[src/hdl/mcbwp_pkg.sv]
// constants for the command block write path of a pluggable module
// assumes a 100 MHz management clock and a byte-level two-wire engine
package mcbwp_pkg;
	localparam logic [7:0]  PAGE_ADVERT     = 8'h01;
	localparam logic [7:0]  PAGE_CMD        = 8'h9f;
	localparam logic [7:0]  PAGE_EPL_FIRST  = 8'ha0;
	localparam logic [7:0]  PAGE_EPL_LAST   = 8'haf;
	localparam logic [7:0]  ADDR_INST_ADV   = 8'ha3;
	localparam logic [7:0]  ADDR_MAX_WRITE  = 8'ha4;
	localparam logic [7:0]  ADDR_TRIG_NACK  = 8'ha5;
	localparam logic [7:0]  ADDR_NACK_IND   = 8'ha6;
	localparam logic [7:0]  ADDR_CMD_LO     = 8'h80;
	localparam logic [7:0]  ADDR_CMD_HI     = 8'h81;
	localparam logic [7:0]  ADDR_UPPER_LAST = 8'hff;
	localparam logic [11:0] BASE_WRITE_BYTES = 12'h008;
	localparam logic [7:0]  ADV_MAX_NO_PAGING = 8'h0f;
	localparam logic [7:0]  ADV_STEPS_PER_PAGE = 8'h10;
	localparam int          INST_MSB        = 7;
	localparam int          INST_LSB        = 6;
	localparam int          BGND_BIT        = 5;
	localparam int          AUTOPAGE_BIT    = 4;
	localparam int          PROC_OPT_BIT    = 7;
	localparam int          NACK_IND_BIT    = 7;
	localparam logic [1:0]  INST_NONE       = 2'h0;
	localparam logic [1:0]  INST_ONE        = 2'h1;
	localparam logic [1:0]  INST_TWO        = 2'h2;
	localparam logic [12:0] NACK_STEP_MS    = 13'h00a0;
	localparam logic [12:0] NACK_BASE_MS    = 13'h0050;
	localparam int          MS_NS           = 1000000;
	localparam int          CLK_PERIOD_NS   = 10;
	localparam int          CYCLES_PER_MS   = MS_NS / CLK_PERIOD_NS;
	typedef enum logic [1:0] {
		ST_IDLE,
		ST_WRITE,
		ST_CAPTURE,
		ST_EXECUTE
	} mcbwp_state_t;
endpackage

[src/hdl/mcbwp_top.sv]
// command block write path: write length, paging, trigger, refusal
// assumes a same-clock byte engine that decodes the two-wire bus
`timescale 1ns/1ps
//Contract
//- plain writes 8 bytes, longer only pages 9F-AF
//- command write limit is (advert+1) times eight
//- bytes beyond advertised limit are discarded
//- option bit picks stop or byte-129 trigger
//- command refusal time is field times 160 ms; here field 0 gives 80 ms
//- indicator selects general or command refusal time
//- general refusal time is 80 minus field
//- each instance owns one bank, same behaviour
//- no background: refuse until command completes
//- background: refuse only until command captured
//- flash writes never disturb foreground accesses; grant is held off only for host writes, not for advertisement reads
//- no paging: advertise at most 128 bytes
//- no paging advert with under two pages
//- auto paging wraps 255 to 128, next page
//- past last payload page wrap to A0h
//- advertised length matches implemented page bytes
//- instance field 00 none, 01 one, 10 two
//- page-count field encodes implemented payload pages
module mcbwp_top #(
	parameter logic [1:0] P_INSTANCES     = 2'h2,
	parameter logic       P_BACKGROUND    = 1'b1,
	parameter logic       P_AUTOPAGE      = 1'b1,
	parameter logic [3:0] P_EPL_CODE      = 4'h7,
	parameter logic [7:0] P_MAX_WRITE     = 8'hff,
	parameter logic       P_PROC_OPT      = 1'b1,
	parameter logic [4:0] P_CMD_NACK      = 5'h03,
	parameter logic       P_NACK_IND      = 1'b1,
	parameter logic [6:0] P_MAX_NACK      = 7'h00,
	parameter int         P_CYCLES_PER_MS = mcbwp_pkg::CYCLES_PER_MS
) (
	input  wire logic        clk,
	input  wire logic        resetn,
	input  wire logic        bus_start,
	input  wire logic [7:0]  bus_page,
	input  wire logic        bus_bank,
	input  wire logic [7:0]  bus_addr,
	input  wire logic        bus_byte_valid,
	input  wire logic [7:0]  bus_byte,
	input  wire logic        bus_stop,
	input  wire logic        rd_req,
	input  wire logic [7:0]  rd_page,
	input  wire logic [7:0]  rd_addr,
	input  wire logic        cmd_captured,
	input  wire logic        cmd_done,
	input  wire logic        cmd_done_bank,
	input  wire logic        flash_req,
	output logic             bus_nack_r,
	output logic             mem_we_r,
	output logic             mem_bank_r,
	output logic [7:0]       mem_page_r,
	output logic [7:0]       mem_addr_r,
	output logic [7:0]       mem_data_r,
	output logic             cmd_start_r,
	output logic             cmd_bank_r,
	output logic [7:0]       rd_data_r,
	output logic             rd_hit_r,
	output logic             flash_gnt_r,
	output logic [12:0]      nack_limit_ms_r,
	output logic             nack_overrun_r
);
	import mcbwp_pkg::*;

	function automatic logic [7:0] epl_last(input logic [3:0] code);
		case (code)
			4'h1: epl_last = 8'ha0;
			4'h2: epl_last = 8'ha1;
			4'h3: epl_last = 8'ha2;
			4'h4: epl_last = 8'ha3;
			4'h5: epl_last = 8'ha7;
			4'h6: epl_last = 8'hab;
			default: epl_last = PAGE_EPL_LAST;
		endcase
	endfunction

	function automatic logic [4:0] epl_count(input logic [3:0] code);
		case (code)
			4'h0: epl_count = 5'h00;
			4'h1, 4'h2, 4'h3, 4'h4: epl_count = {1'b0, code};
			4'h5: epl_count = 5'h08;
			4'h6: epl_count = 5'h0c;
			default: epl_count = 5'h10;
		endcase
	endfunction

	function automatic logic is_cmd_page(input logic [7:0] pg);
		is_cmd_page = (pg >= PAGE_CMD) && (pg <= PAGE_EPL_LAST);
	endfunction

	function automatic logic [12:0] nack_ms(input logic ind,
		input logic [4:0] cmd_f, input logic [6:0] max_f);
		logic [12:0] gen;
		gen = (max_f >= 7'd80) ? 13'h0000
			: NACK_BASE_MS - {6'h00, max_f};
		if (!ind)
			nack_ms = gen;
		else if (cmd_f == 5'h00)
			nack_ms = NACK_BASE_MS;
		else
			nack_ms = 13'(cmd_f * NACK_STEP_MS);
	endfunction

	// sanitised advertisement
	localparam logic [3:0] EPL_CODE = (P_EPL_CODE > 4'h7) ? 4'h7 : P_EPL_CODE;
	localparam logic [1:0] INSTANCES =
		(P_INSTANCES == 2'h3) ? INST_NONE : P_INSTANCES;
	localparam logic AUTOPAGE =
		P_AUTOPAGE && (epl_count(EPL_CODE) >= 5'h02);
	localparam logic [8:0] PAGE_ADV_MAX =
		9'(epl_count(EPL_CODE)) * 9'(ADV_STEPS_PER_PAGE) - 9'h001;
	localparam logic [7:0] MAX_WRITE = !AUTOPAGE
		? ((P_MAX_WRITE > ADV_MAX_NO_PAGING) ? ADV_MAX_NO_PAGING
			: P_MAX_WRITE)
		: ((9'(P_MAX_WRITE) > PAGE_ADV_MAX) ? PAGE_ADV_MAX[7:0]
			: P_MAX_WRITE);
	localparam logic [11:0] CMD_LIMIT =
		(12'(MAX_WRITE) + 12'h001) * BASE_WRITE_BYTES;
	localparam logic [7:0] LAST_PAGE = epl_last(EPL_CODE);
	localparam logic [7:0] BYTE_INST = {INSTANCES, P_BACKGROUND,
		AUTOPAGE, EPL_CODE};
	localparam logic [7:0] BYTE_TRIG = {P_PROC_OPT, 2'h0, P_CMD_NACK};
	localparam logic [7:0] BYTE_IND  = {P_NACK_IND, P_MAX_NACK};
	localparam logic [12:0] NACK_LIMIT =
		nack_ms(P_NACK_IND, P_CMD_NACK, P_MAX_NACK);

	mcbwp_state_t state_r, state_nxt;
	logic [7:0]  page_r;
	logic [7:0]  addr_r;
	logic        bank_r;
	logic [11:0] count_r;
	logic        cmd_seen_r;
	logic [1:0]  busy_r;
	logic        run_bank_r;
	logic [31:0] tick_cnt_r;
	logic [12:0] ms_cnt_r;
	logic        take_byte;
	logic [11:0] limit;
	logic        fire;
	logic        trig_ok;

	assign limit = is_cmd_page(page_r) ? CMD_LIMIT
		: BASE_WRITE_BYTES;
	assign take_byte = (state_r == ST_WRITE) && bus_byte_valid
		&& (count_r < limit);
	assign fire = P_PROC_OPT
		? ((state_r == ST_WRITE) && bus_stop && cmd_seen_r)
		: (take_byte && page_r == PAGE_CMD
			&& addr_r == ADDR_CMD_HI);
	assign trig_ok = fire && (INSTANCES != INST_NONE)
		&& !(bank_r && INSTANCES == INST_ONE)
		&& !busy_r[bank_r];

	always_comb begin
		state_nxt = state_r;
		case (state_r)
			ST_IDLE: begin
				if (bus_start)
					state_nxt = ST_WRITE;
			end
			ST_WRITE: begin
				if (trig_ok)
					state_nxt = ST_CAPTURE;
				else if (bus_stop)
					state_nxt = ST_IDLE;
			end
			ST_CAPTURE: begin
				if (cmd_captured)
					state_nxt = P_BACKGROUND ? ST_IDLE
						: ST_EXECUTE;
			end
			ST_EXECUTE: begin
				if (cmd_done && cmd_done_bank == run_bank_r)
					state_nxt = ST_IDLE;
			end
			default: state_nxt = ST_IDLE;
		endcase
	end

	always_ff @(posedge clk) begin
		if (!resetn)
			state_r <= ST_IDLE;
		else
			state_r <= state_nxt;
	end

	// refusal flag follows the capture and execute states
	always_ff @(posedge clk) begin
		if (!resetn)
			bus_nack_r <= 1'b0;
		else
			bus_nack_r <= (state_nxt == ST_CAPTURE)
				|| (state_nxt == ST_EXECUTE);
	end

	// address pointer and length count
	always_ff @(posedge clk) begin
		if (!resetn) begin
			page_r     <= 8'h00;
			addr_r     <= 8'h00;
			bank_r     <= 1'b0;
			count_r    <= 12'h000;
			cmd_seen_r <= 1'b0;
		end else if (state_r == ST_IDLE && bus_start) begin
			page_r     <= bus_page;
			addr_r     <= bus_addr;
			bank_r     <= bus_bank;
			count_r    <= 12'h000;
			cmd_seen_r <= 1'b0;
		end else if (take_byte) begin
			count_r <= count_r + 12'h001;
			if (page_r == PAGE_CMD && (addr_r == ADDR_CMD_LO
				|| addr_r == ADDR_CMD_HI))
				cmd_seen_r <= 1'b1;
			if (addr_r == ADDR_UPPER_LAST && AUTOPAGE
				&& page_r >= PAGE_EPL_FIRST && page_r <= LAST_PAGE) begin
				addr_r <= ADDR_CMD_LO;
				page_r <= (page_r == LAST_PAGE) ? PAGE_EPL_FIRST
					: page_r + 8'h01;
			end else begin
				addr_r <= addr_r + 8'h01;
			end
		end
	end

	// store strobe; advertisement bytes are never written
	always_ff @(posedge clk) begin
		if (!resetn) begin
			mem_we_r   <= 1'b0;
			mem_bank_r <= 1'b0;
			mem_page_r <= 8'h00;
			mem_addr_r <= 8'h00;
			mem_data_r <= 8'h00;
		end else begin
			mem_we_r <= take_byte && !(page_r == PAGE_ADVERT
				&& addr_r >= ADDR_INST_ADV
				&& addr_r <= ADDR_NACK_IND);
			if (take_byte) begin
				mem_bank_r <= bank_r;
				mem_page_r <= page_r;
				mem_addr_r <= addr_r;
				mem_data_r <= bus_byte;
			end
		end
	end

	// command launch and per-bank busy
	always_ff @(posedge clk) begin
		if (!resetn) begin
			cmd_start_r <= 1'b0;
			cmd_bank_r  <= 1'b0;
			run_bank_r  <= 1'b0;
			busy_r      <= 2'h0;
		end else begin
			cmd_start_r <= trig_ok;
			if (trig_ok) begin
				cmd_bank_r <= bank_r;
				run_bank_r <= bank_r;
			end
			for (int b = 0; b < 2; b++) begin
				if (trig_ok && bank_r == 1'(b))
					busy_r[b] <= 1'b1;
				else if (cmd_done && cmd_done_bank == 1'(b))
					busy_r[b] <= 1'b0;
			end
		end
	end

	// advertisement read port
	always_ff @(posedge clk) begin
		if (!resetn) begin
			rd_data_r <= 8'h00;
			rd_hit_r  <= 1'b0;
		end else begin
			rd_hit_r  <= rd_req && rd_page == PAGE_ADVERT
				&& rd_addr >= ADDR_INST_ADV && rd_addr <= ADDR_NACK_IND;
			if (rd_req) begin
				case (rd_addr)
					ADDR_INST_ADV:  rd_data_r <= BYTE_INST;
					ADDR_MAX_WRITE: rd_data_r <= MAX_WRITE;
					ADDR_TRIG_NACK: rd_data_r <= BYTE_TRIG;
					ADDR_NACK_IND:  rd_data_r <= BYTE_IND;
					default:        rd_data_r <= 8'h00;
				endcase
			end
		end
	end

	// flash writes only while the bus is quiet
	always_ff @(posedge clk) begin
		if (!resetn)
			flash_gnt_r <= 1'b0;
		else
			flash_gnt_r <= flash_req && state_nxt != ST_WRITE
				&& !bus_start && state_r != ST_WRITE;
	end

	// refusal duration watch
	always_ff @(posedge clk) begin
		if (!resetn) begin
			tick_cnt_r      <= 32'h0;
			ms_cnt_r        <= 13'h0000;
			nack_overrun_r  <= 1'b0;
			nack_limit_ms_r <= 13'h0000;
		end else begin
			nack_limit_ms_r <= NACK_LIMIT;
			if (trig_ok) begin
				tick_cnt_r     <= 32'h0;
				ms_cnt_r       <= 13'h0000;
				nack_overrun_r <= 1'b0;
			end else if (bus_nack_r) begin
				if (tick_cnt_r == 32'(P_CYCLES_PER_MS - 1)) begin
					tick_cnt_r <= 32'h0;
					if (ms_cnt_r != 13'h1fff)
						ms_cnt_r <= ms_cnt_r + 13'h0001;
				end else begin
					tick_cnt_r <= tick_cnt_r + 32'h1;
				end
				if (ms_cnt_r >= NACK_LIMIT)
					nack_overrun_r <= 1'b1;
			end
		end
	end
endmodule // mcbwp_top

[config.mk]
export PLATFORM = sky130hd
export DESIGN_NAME = mcbwp_top
export DESIGN_NICKNAME = d
export VERILOG_FILES = /design/src/hdl/mcbwp_pkg.sv /design/src/hdl/mcbwp_top.sv
export SDC_FILE = /design/constraint.sdc
export NUM_CORES = 1
export LEC_CHECK = 0
export ABC_AREA = 1
export BUFFER_PORTS_ARGS = -buffer_cell sky130_fd_sc_hd__buf_2
export CAP_MARGIN = 10
export CORE_UTILIZATION = 50
export DETAILED_ROUTE_END_ITERATION = 7
export PLACE_DENSITY_LB_ADDON = 0.25
export SYNTH_ARGS = -nofsm -noshare
export SYNTH_HDL_FRONTEND = slang
export SYNTH_SLANG_ARGS = --single-unit
export TNS_END_PERCENT = 50
[constraint.sdc]
create_clock -name clk -period 2.75 [get_ports clk]
set_input_delay 0.4125 -clock clk [delete_from_list [all_inputs] [get_ports clk]]
set_output_delay 0.4125 -clock clk [all_outputs]
set_load 0.02 [all_outputs]
==> run_results.csv, run 1 <==
group,metric,value,unit
detailed_routing,num_vias,5889,
power,p_leak,0.002973,uW
power,p_switching,1061,uW
yosys,synth_largest_area_cell,"dfxtp_1",
power,power.density,580.8,nW/um2
yosys,yosys_warnings,0,
die,start_util,0.5118,
worst_setup_path,crit_start,"page_r[0]",
timing,period_needed,2.447,ns
timing,timing.hold.ws,0.2178,ns
timing,fin_skew,0.007452,ns
min_path,min_path_type,"input pin to flop",
global_routing,grt_pass1_wl,24380,um
worst_setup_path,path_buf_inv,2,
yosys,syn_area,6122,um2
global_routing,antenna_found_initial,0,
timing,fmax,408.7,MHz
power,ir_worst_vdd,0.0003727,V
clock_tree,cts_tree,"done",
timing,setup_violations,0,
yosys,synthSimpleGateAreaFrac,0.3213,
clock_tree,cts_root_buf,"clkbuf_16",
yosys,ys_types,45,
global_routing,top_usage_layer,"met2",
detailed_routing,drc,0,
layout,finalNonFillerCells,1128,
global_routing,first_global_vias,5387,
yosys,yosys_most_used_dff,"dfxtp_1",
yosys,synth_area_per_cell,6.949,um2
power,cellInternalPower,3102,uW
yosys,synthXorXnorAreaFrac,0.03720,
power,pwr-share-seq,0.423,
detailed_routing,via_per_inst,5.221,
global_routing,use_met2,0.3872,
power,combPwrFrac,0.089,
place,placed_cells,1096,
worst_setup_path,critPathTopFamily,"simple AND/OR/NAND/NOR gates",
clock_tree,cts_buffer_depth,2,
timing,tns,0,ns
yosys,synth_compound_area_frac,0.1288,
timing,maxSlewViolCount,0,
detailed_routing,routed_wl,14190,um
place,place.port_buffers,94,
yosys,synth_area_leaders,"dfxtp_1, nand2_1, nor2_1",
worst_setup_path,arrival,2.73,ns
worst_setup_path,worst_setup_path_start_kind,"flop",
layout,drive_above_1_share,0.1662,
global_routing,grtUsageMet1,0.3040,
global_routing,grt_use_met3,0.05562,
die,die_area,12690,um2
yosys,synth_edf_count,0,
clock_tree,numCtsBuffers,17,
timing,grt_setup_unrepaired,"false",
global_routing,grt_overflow,0,
yosys,synth.area.mux_share,0,
die,die-height,112.7,um
worst_setup_path,cp_cell_sequence,"ha_1 -> nand2_2 -> nor2_4 -> nand2_1 -> nand2_1 -> nand2_2 -> ha_1 -> or2_2 -> nand2_2 -> nand2_4 -> inv_2 -> buf_4 -> nand2_1 -> nand2_1 -> a21oi_1",
layout,syn_to_final_growth,17.11,%
worst_setup_path,critical_path_required,3.04,ns
detailed_routing,drtPass1Iterations,5,
global_routing,grt_max_degree,46,
layout,num-nets-final,1031,
timing,hold_violations,0,
die,core,11960,um2
clock_tree,postCtsSetupBuffers,0,
clock_tree,clkSlewWorstSetupHoldPaths,0.05,ns
detailed_routing,ant_nets,0,
timing,tightest_slew,0.7305,ns
layout,postLayoutCoreUtil,0.5994,
die,num_io_pins,104,
worst_setup_path,cpPeakStageDelay,0.37,ns
yosys,synth_top_family_by_area,"simple AND/OR/NAND/NOR gates",
die,die_w,112.7,um
job,maxCapViolations,0,
yosys,synth-seq-cells,115,
yosys,syn_inst,881,
clock_tree,cts_sinks,115,
worst_setup_path,crit_path_end_kind,"flop",
yosys,synthArstFlopShare,0,
yosys,seq_area_frac_synth,0.3760,
place,gp_congestion,0.9083,
power,swShare,0.2549,
detailed_routing,drt_iter0_markers,304,
min_path,min_from,"bus_start",
yosys,synth_fa_ha_area_frac,0.02452,
clock_tree,cts_max_level,4,
worst_setup_path,path_class,"flop to flop",
die,rows,40,
power,finalPower,4164,uW
power,clock_power_share,0.489,
worst_setup_path,path_common_cell,"nand2_1",
detailed_routing,wire_per_inst,12.58,um
run_status,status,"completed",
worst_setup_path,critPathMaxFanout,17,
worst_setup_path,cpMaxStageDelayCell,"dfxtp_2",
clock_tree,clk_latency,0.42,ns
yosys,netlist.area_leader.share,0.3760,
timing,slew_headroom,0.5125,
worst_setup_path,r2r-start,"page_r[0]",
place,dp.final_hpwl,10280,um
timing,fin_crit_sh,0.8897,
layout,antenna-diode-count,0,
global_routing,globalRouteTotalUtil,0.2387,
## stage by stage
| stage | area, um2 | setup WS (ns) |
|---|---|---|
| 2_1_floorplan | 6152 | 0.5829 |
| 3_3_place_gp | 6613 | 0.3484 |
| 6_report | 7169 | 0.3033 |
| 3_5_place_dp | 6613 | 0.2705 |
| 5_1_grt | 7169 | 0.01570 |
| 4_1_cts | 7168 | 0.2563 |
## repair_timing
| item | 4_1_cts | 5_1_grt |
|---|---|---|
| gates resized for setup | 0 | 1 |
| setup endpoints to repair | 0 | 3 |
| hold buffers | 0 | 0 |
## kinds of logic (layout without fill, tap and decap cells)
family | Yosys count | count (layout)
simple gates | 425 | 425
fa+ha+maj | 12 | 12
buf+inv | 152 | 244
flops | 115 | 115
other cells | 1 | 9
compound gates | 150 | 150
xor+xnor | 26 | 26
## power by group through the flow
stage,Combinational [uW],Sequential [uW],Clock [uW]
2_1_floorplan,236,1820,0
3_3_place_gp,365,1790,0
3_5_place_dp,370,1790,0
4_1_cts,371,1760,2080
5_1_grt,414,1770,2160
6_report,369,1760,2030
## synthesized netlist by cell type, drive strengths merged, types with 4 or more instances
cell	instances
a21oi	71
buf	36
clkbuf	7
dfxtp	115
ha	12
inv	109
nand2	171
nand3	52
nand3b	4
nand4	37
nor2	110
nor3	33
nor4	10
o21ai	65
xnor2	6
xor2	20
## area by class of cell
class	count	area, um2
multi-input combinational	622	3167
timing repair buffer	103	550.5
clock buffer	19	442.9
fill	1139	4792
clock inverter	13	112.6
inverter	109	409.1
tap	147	183.9
sequential	115	2303
## flip-flops by register name, indices dropped and copies added (netlist names), 2 cells and up
signal      cells
mem_data_r      8
busy_r          2
addr_r          8
mem_page_r      8
state_r         2
page_r          8
rd_data_r       4
tick_cnt_r     32
mem_addr_r      8
ms_cnt_r       13
count_r        12
## metal layers
metal / up-vias / part of all wire
met1: 2664 / 0.47
met4: 0 / 0.020
li1: 3056 / -
met2: 149 / 0.47
met3: 20 / 0.046
met5: - / 0
## worst paths after layout
path                            slack [ns]  cells past startpoint        endpoint
worst max-delay path                  0.30                     15      count_r[3]
worst min-delay path                  0.22                      2     flash_gnt_r
worst max register to register        0.30                     15      count_r[3]
worst min register to register        0.45                      2  nack_overrun_r
## placed cells by master (no fill, tap or decap), types with 10 or more instances in the layout
cell type and count:
inv_1 104, dfxtp_1 114, clkbuf_16 17, nor3_1 31
nand3_1 49, nor4_1 10, nand4_1 36, nor2_1 105
nand2_1 164, buf_2 94, a21oi_1 71, o21ai_0 60
xor2_1 20, ha_1 12
No activity file was read; power rests on OpenSTA's default activity.
==> run 2: changes to the inputs <==
- CTS_BUF_LIST: default -> sky130_fd_sc_hd__clkbuf_2
==> run 2 against run 1 <==
  * Cell count increased by 2.4%
  * Hold slack got worse by 0.17 ns
  * Setup slack got worse by 0.073 ns
  * Wire length increased by 1.2%
  * First-iteration DRC count increased by 5.6%
  * Cell area decreased by 1.0%
  * Power decreased by 24%
  * Largest power group is now sequential cells
  * Clock-buffer cell count decreased by 1
  * Non-clock buffer count increased by 27
  * Clock skew increased by 0.013 ns
  * Combinational power increased by 7.0%
  * Maximum frequency decreased by 2.9%
==> run_results.csv, run 2 (synthesized netlist as in run 1, its figures left out) <==
group,metric,value,unit
run_status,status,"completed",
worst_setup_path,path_class,"input pin to flop",
power,p_leak,0.002948,uW
global_routing,grt_max_degree,46,
worst_setup_path,arrival,3.17,ns
die,rows,40,
die,die-height,112.7,um
worst_setup_path,critical_path_required,3.40,ns
power,clock_power_share,0.316,
power,combPwrFrac,0.125,
worst_setup_path,critPathMaxFanout,1,
worst_setup_path,crit_path_end_kind,"flop",
timing,timing.hold.ws,0.05005,ns
clock_tree,clkSlewWorstSetupHoldPaths,0.18,ns
power,ir_worst_vdd,0.0002519,V
clock_tree,cts_root_buf,"clkbuf_2",
job,maxCapViolations,0,
timing,setup_violations,0,
worst_setup_path,worst_setup_path_start_kind,"input pin",
clock_tree,cts_buffer_depth,2,
timing,hold_violations,0,
worst_setup_path,critPathTopFamily,"buffers and inverters",
power,pwr-share-seq,0.559,
global_routing,grt_overflow,0,
power,power.density,444.0,nW/um2
layout,mostFrequentLayoutCells,"nand2_1, dfxtp_1, nor2_1, inv_1, buf_2",
global_routing,grt_pass1_wl,24700,um
layout,final_common_cell,"nand2_1",
global_routing,first_global_vias,5509,
die,die_area,12690,um2
timing,tightest_slew,0.7262,ns
power,cellInternalPower,2188,uW
clock_tree,numCtsBuffers,17,
clock_tree,postCtsSetupBuffers,0,
min_path,min_path_type,"input pin to flop",
layout,regMostFlops,"tick_cnt_r",
layout,syn_to_final_growth,15.88,%
worst_setup_path,path_common_cell,"dlygate4sd3_1",
die,start_util,0.5118,
layout,fill_cells,1159,
timing,fin_crit_sh,0.9163,
die,num_io_pins,104,
timing,fmax,396.8,MHz
layout,reg_top3,"tick_cnt_r: 32 flops, ms_cnt_r: 13 flops, count_r: 12 flops",
timing,fin_skew,0.02062,ns
worst_setup_path,cpMaxStageDelayCell,"dlygate4sd3_1",
global_routing,antenna_found_initial,0,
clock_tree,cts_max_level,4,
clock_tree,clk_latency,0.70,ns
place,post_dp_cell_area,6613,um2
detailed_routing,drc,0,
detailed_routing,via_per_inst,5.186,
timing,maxSlewViolCount,0,
detailed_routing,routed_wl,14360,um
timing,tns,0,ns
layout,antenna-diode-count,0,
worst_setup_path,path_buf_inv,5,
power,swShare,0.3052,
clock_tree,cts_tree,"done",
layout,finalInstanceArea,7094,um2
worst_setup_path,cp_cell_sequence,"dlygate4sd3_1 -> buf_2 -> nor4_1 -> dlygate4sd3_1 -> nand2_1 -> dlygate4sd3_1 -> nor3_1 -> dlygate4sd3_1",
die,core,11960,um2
layout,drive_above_1_share,0.1617,
timing,period_needed,2.520,ns
global_routing,globalRouteTotalUtil,0.2410,
detailed_routing,drt_iter0_markers,321,
detailed_routing,wire_per_inst,12.43,um
layout,num-nets-final,1058,
detailed_routing,drtPass1Iterations,5,
clock_tree,cts_sinks,115,
place,place.port_buffers,94,
layout,largest_reg_flops,32,
timing,grt_setup_unrepaired,"false",
die,die_w,112.7,um
timing,slew_headroom,0.5154,
detailed_routing,ant_nets,0,
worst_setup_path,cpPeakStageDelay,0.60,ns
power,p_switching,961.5,uW
place,dp.final_hpwl,10280,um
detailed_routing,num_vias,5990,
place,gp_congestion,0.9083,
-- run 2: changes by cell type in the layout (fill, tap and decap cells not counted), sizes merged --
cell / delta
clkbuf: -1
clkinv: +1
dlygate4sd3: +27
-- run 2: area by class of cell --
cell class                 count  area [um2]  share of cell area
clock buffer                  18       90.09             0.01270
clock inverter                14       116.4             0.01640
inverter                     109       409.1             0.05767
multi-input combinational    622        3167              0.4464
sequential                   115        2303              0.3247
tap                          147       183.9             0.02593
timing repair buffer         130       824.5              0.1162
-- run 2: worst reg2reg max path, stage by stage (launching register included) --
cell and delay [ns]:
dfxtp_2 0.42, ha_1 0.20, nand2_2 0.08, nor2_4 0.13, nand2_1 0.09, nand2_1 0.07, nand2_2 0.07, ha_1 0.29
or2_2 0.30, nand2_2 0.09, nand2_4 0.10, buf_4 0.20, o21ai_0 0.20, a21oi_1 0.09
-- run 2: worst paths after layout --
kind,startpoint,end,slack [ns],depth (start not counted)
max,rd_page[4],rd_hit_r,0.23,8
min,bus_page[4],page_r[4],0.05,5
max reg2reg,page_r[0],count_r[2],0.31,13
min reg2reg,nack_overrun_r,nack_overrun_r,0.46,2
-- run 2: per-stage QoR --
| stage | util | setup WS, ns | cells | power [uW] |
|---|---|---|---|---|
| 2_1_floorplan | - | 0.5829 | 889 | 2056 |
| 4_1_cts | 0.5927 | 0.2346 | 1155 | 3172 |
| 5_1_grt | 0.5931 | 0.02939 | 1155 | 3306 |
| 3_5_place_dp | 0.5528 | 0.2705 | 1096 | 2163 |
| 3_3_place_gp | 0.5528 | 0.3484 | 1096 | 2158 |
| 6_report | 0.5931 | 0.2301 | 1155 | 3150 |
-- run 2: power by group through the flow --
stage / Sequential, uW / Combinational, uW / Clock [uW]
5_1_grt: 1770 / 442 / 1100
6_report: 1760 / 395 / 995
4_1_cts: 1760 / 395 / 1020
3_5_place_dp: 1790 / 370 / 0
3_3_place_gp: 1790 / 365 / 0
2_1_floorplan: 1820 / 236 / 0
-- run 2: per-layer routing --
metal | up-vias | part of all wire | GRT usage
met2 | 155 | 0.47 | 0.3938
met3 | 31 | 0.046 | 0.05292
met4 | 0 | 0.022 | 0.1004
met5 | - | 0 | 0
li1 | 3109 | - | -
met1 | 2695 | 0.47 | 0.3076
-- run 2: repair_timing --
action / in CTS / in global routing
setup endpoints to repair: 0 / 12
gates resized for setup: 0 / 2
hold buffers: 27 / 0
endpoints found under the hold margin: 20 / 0
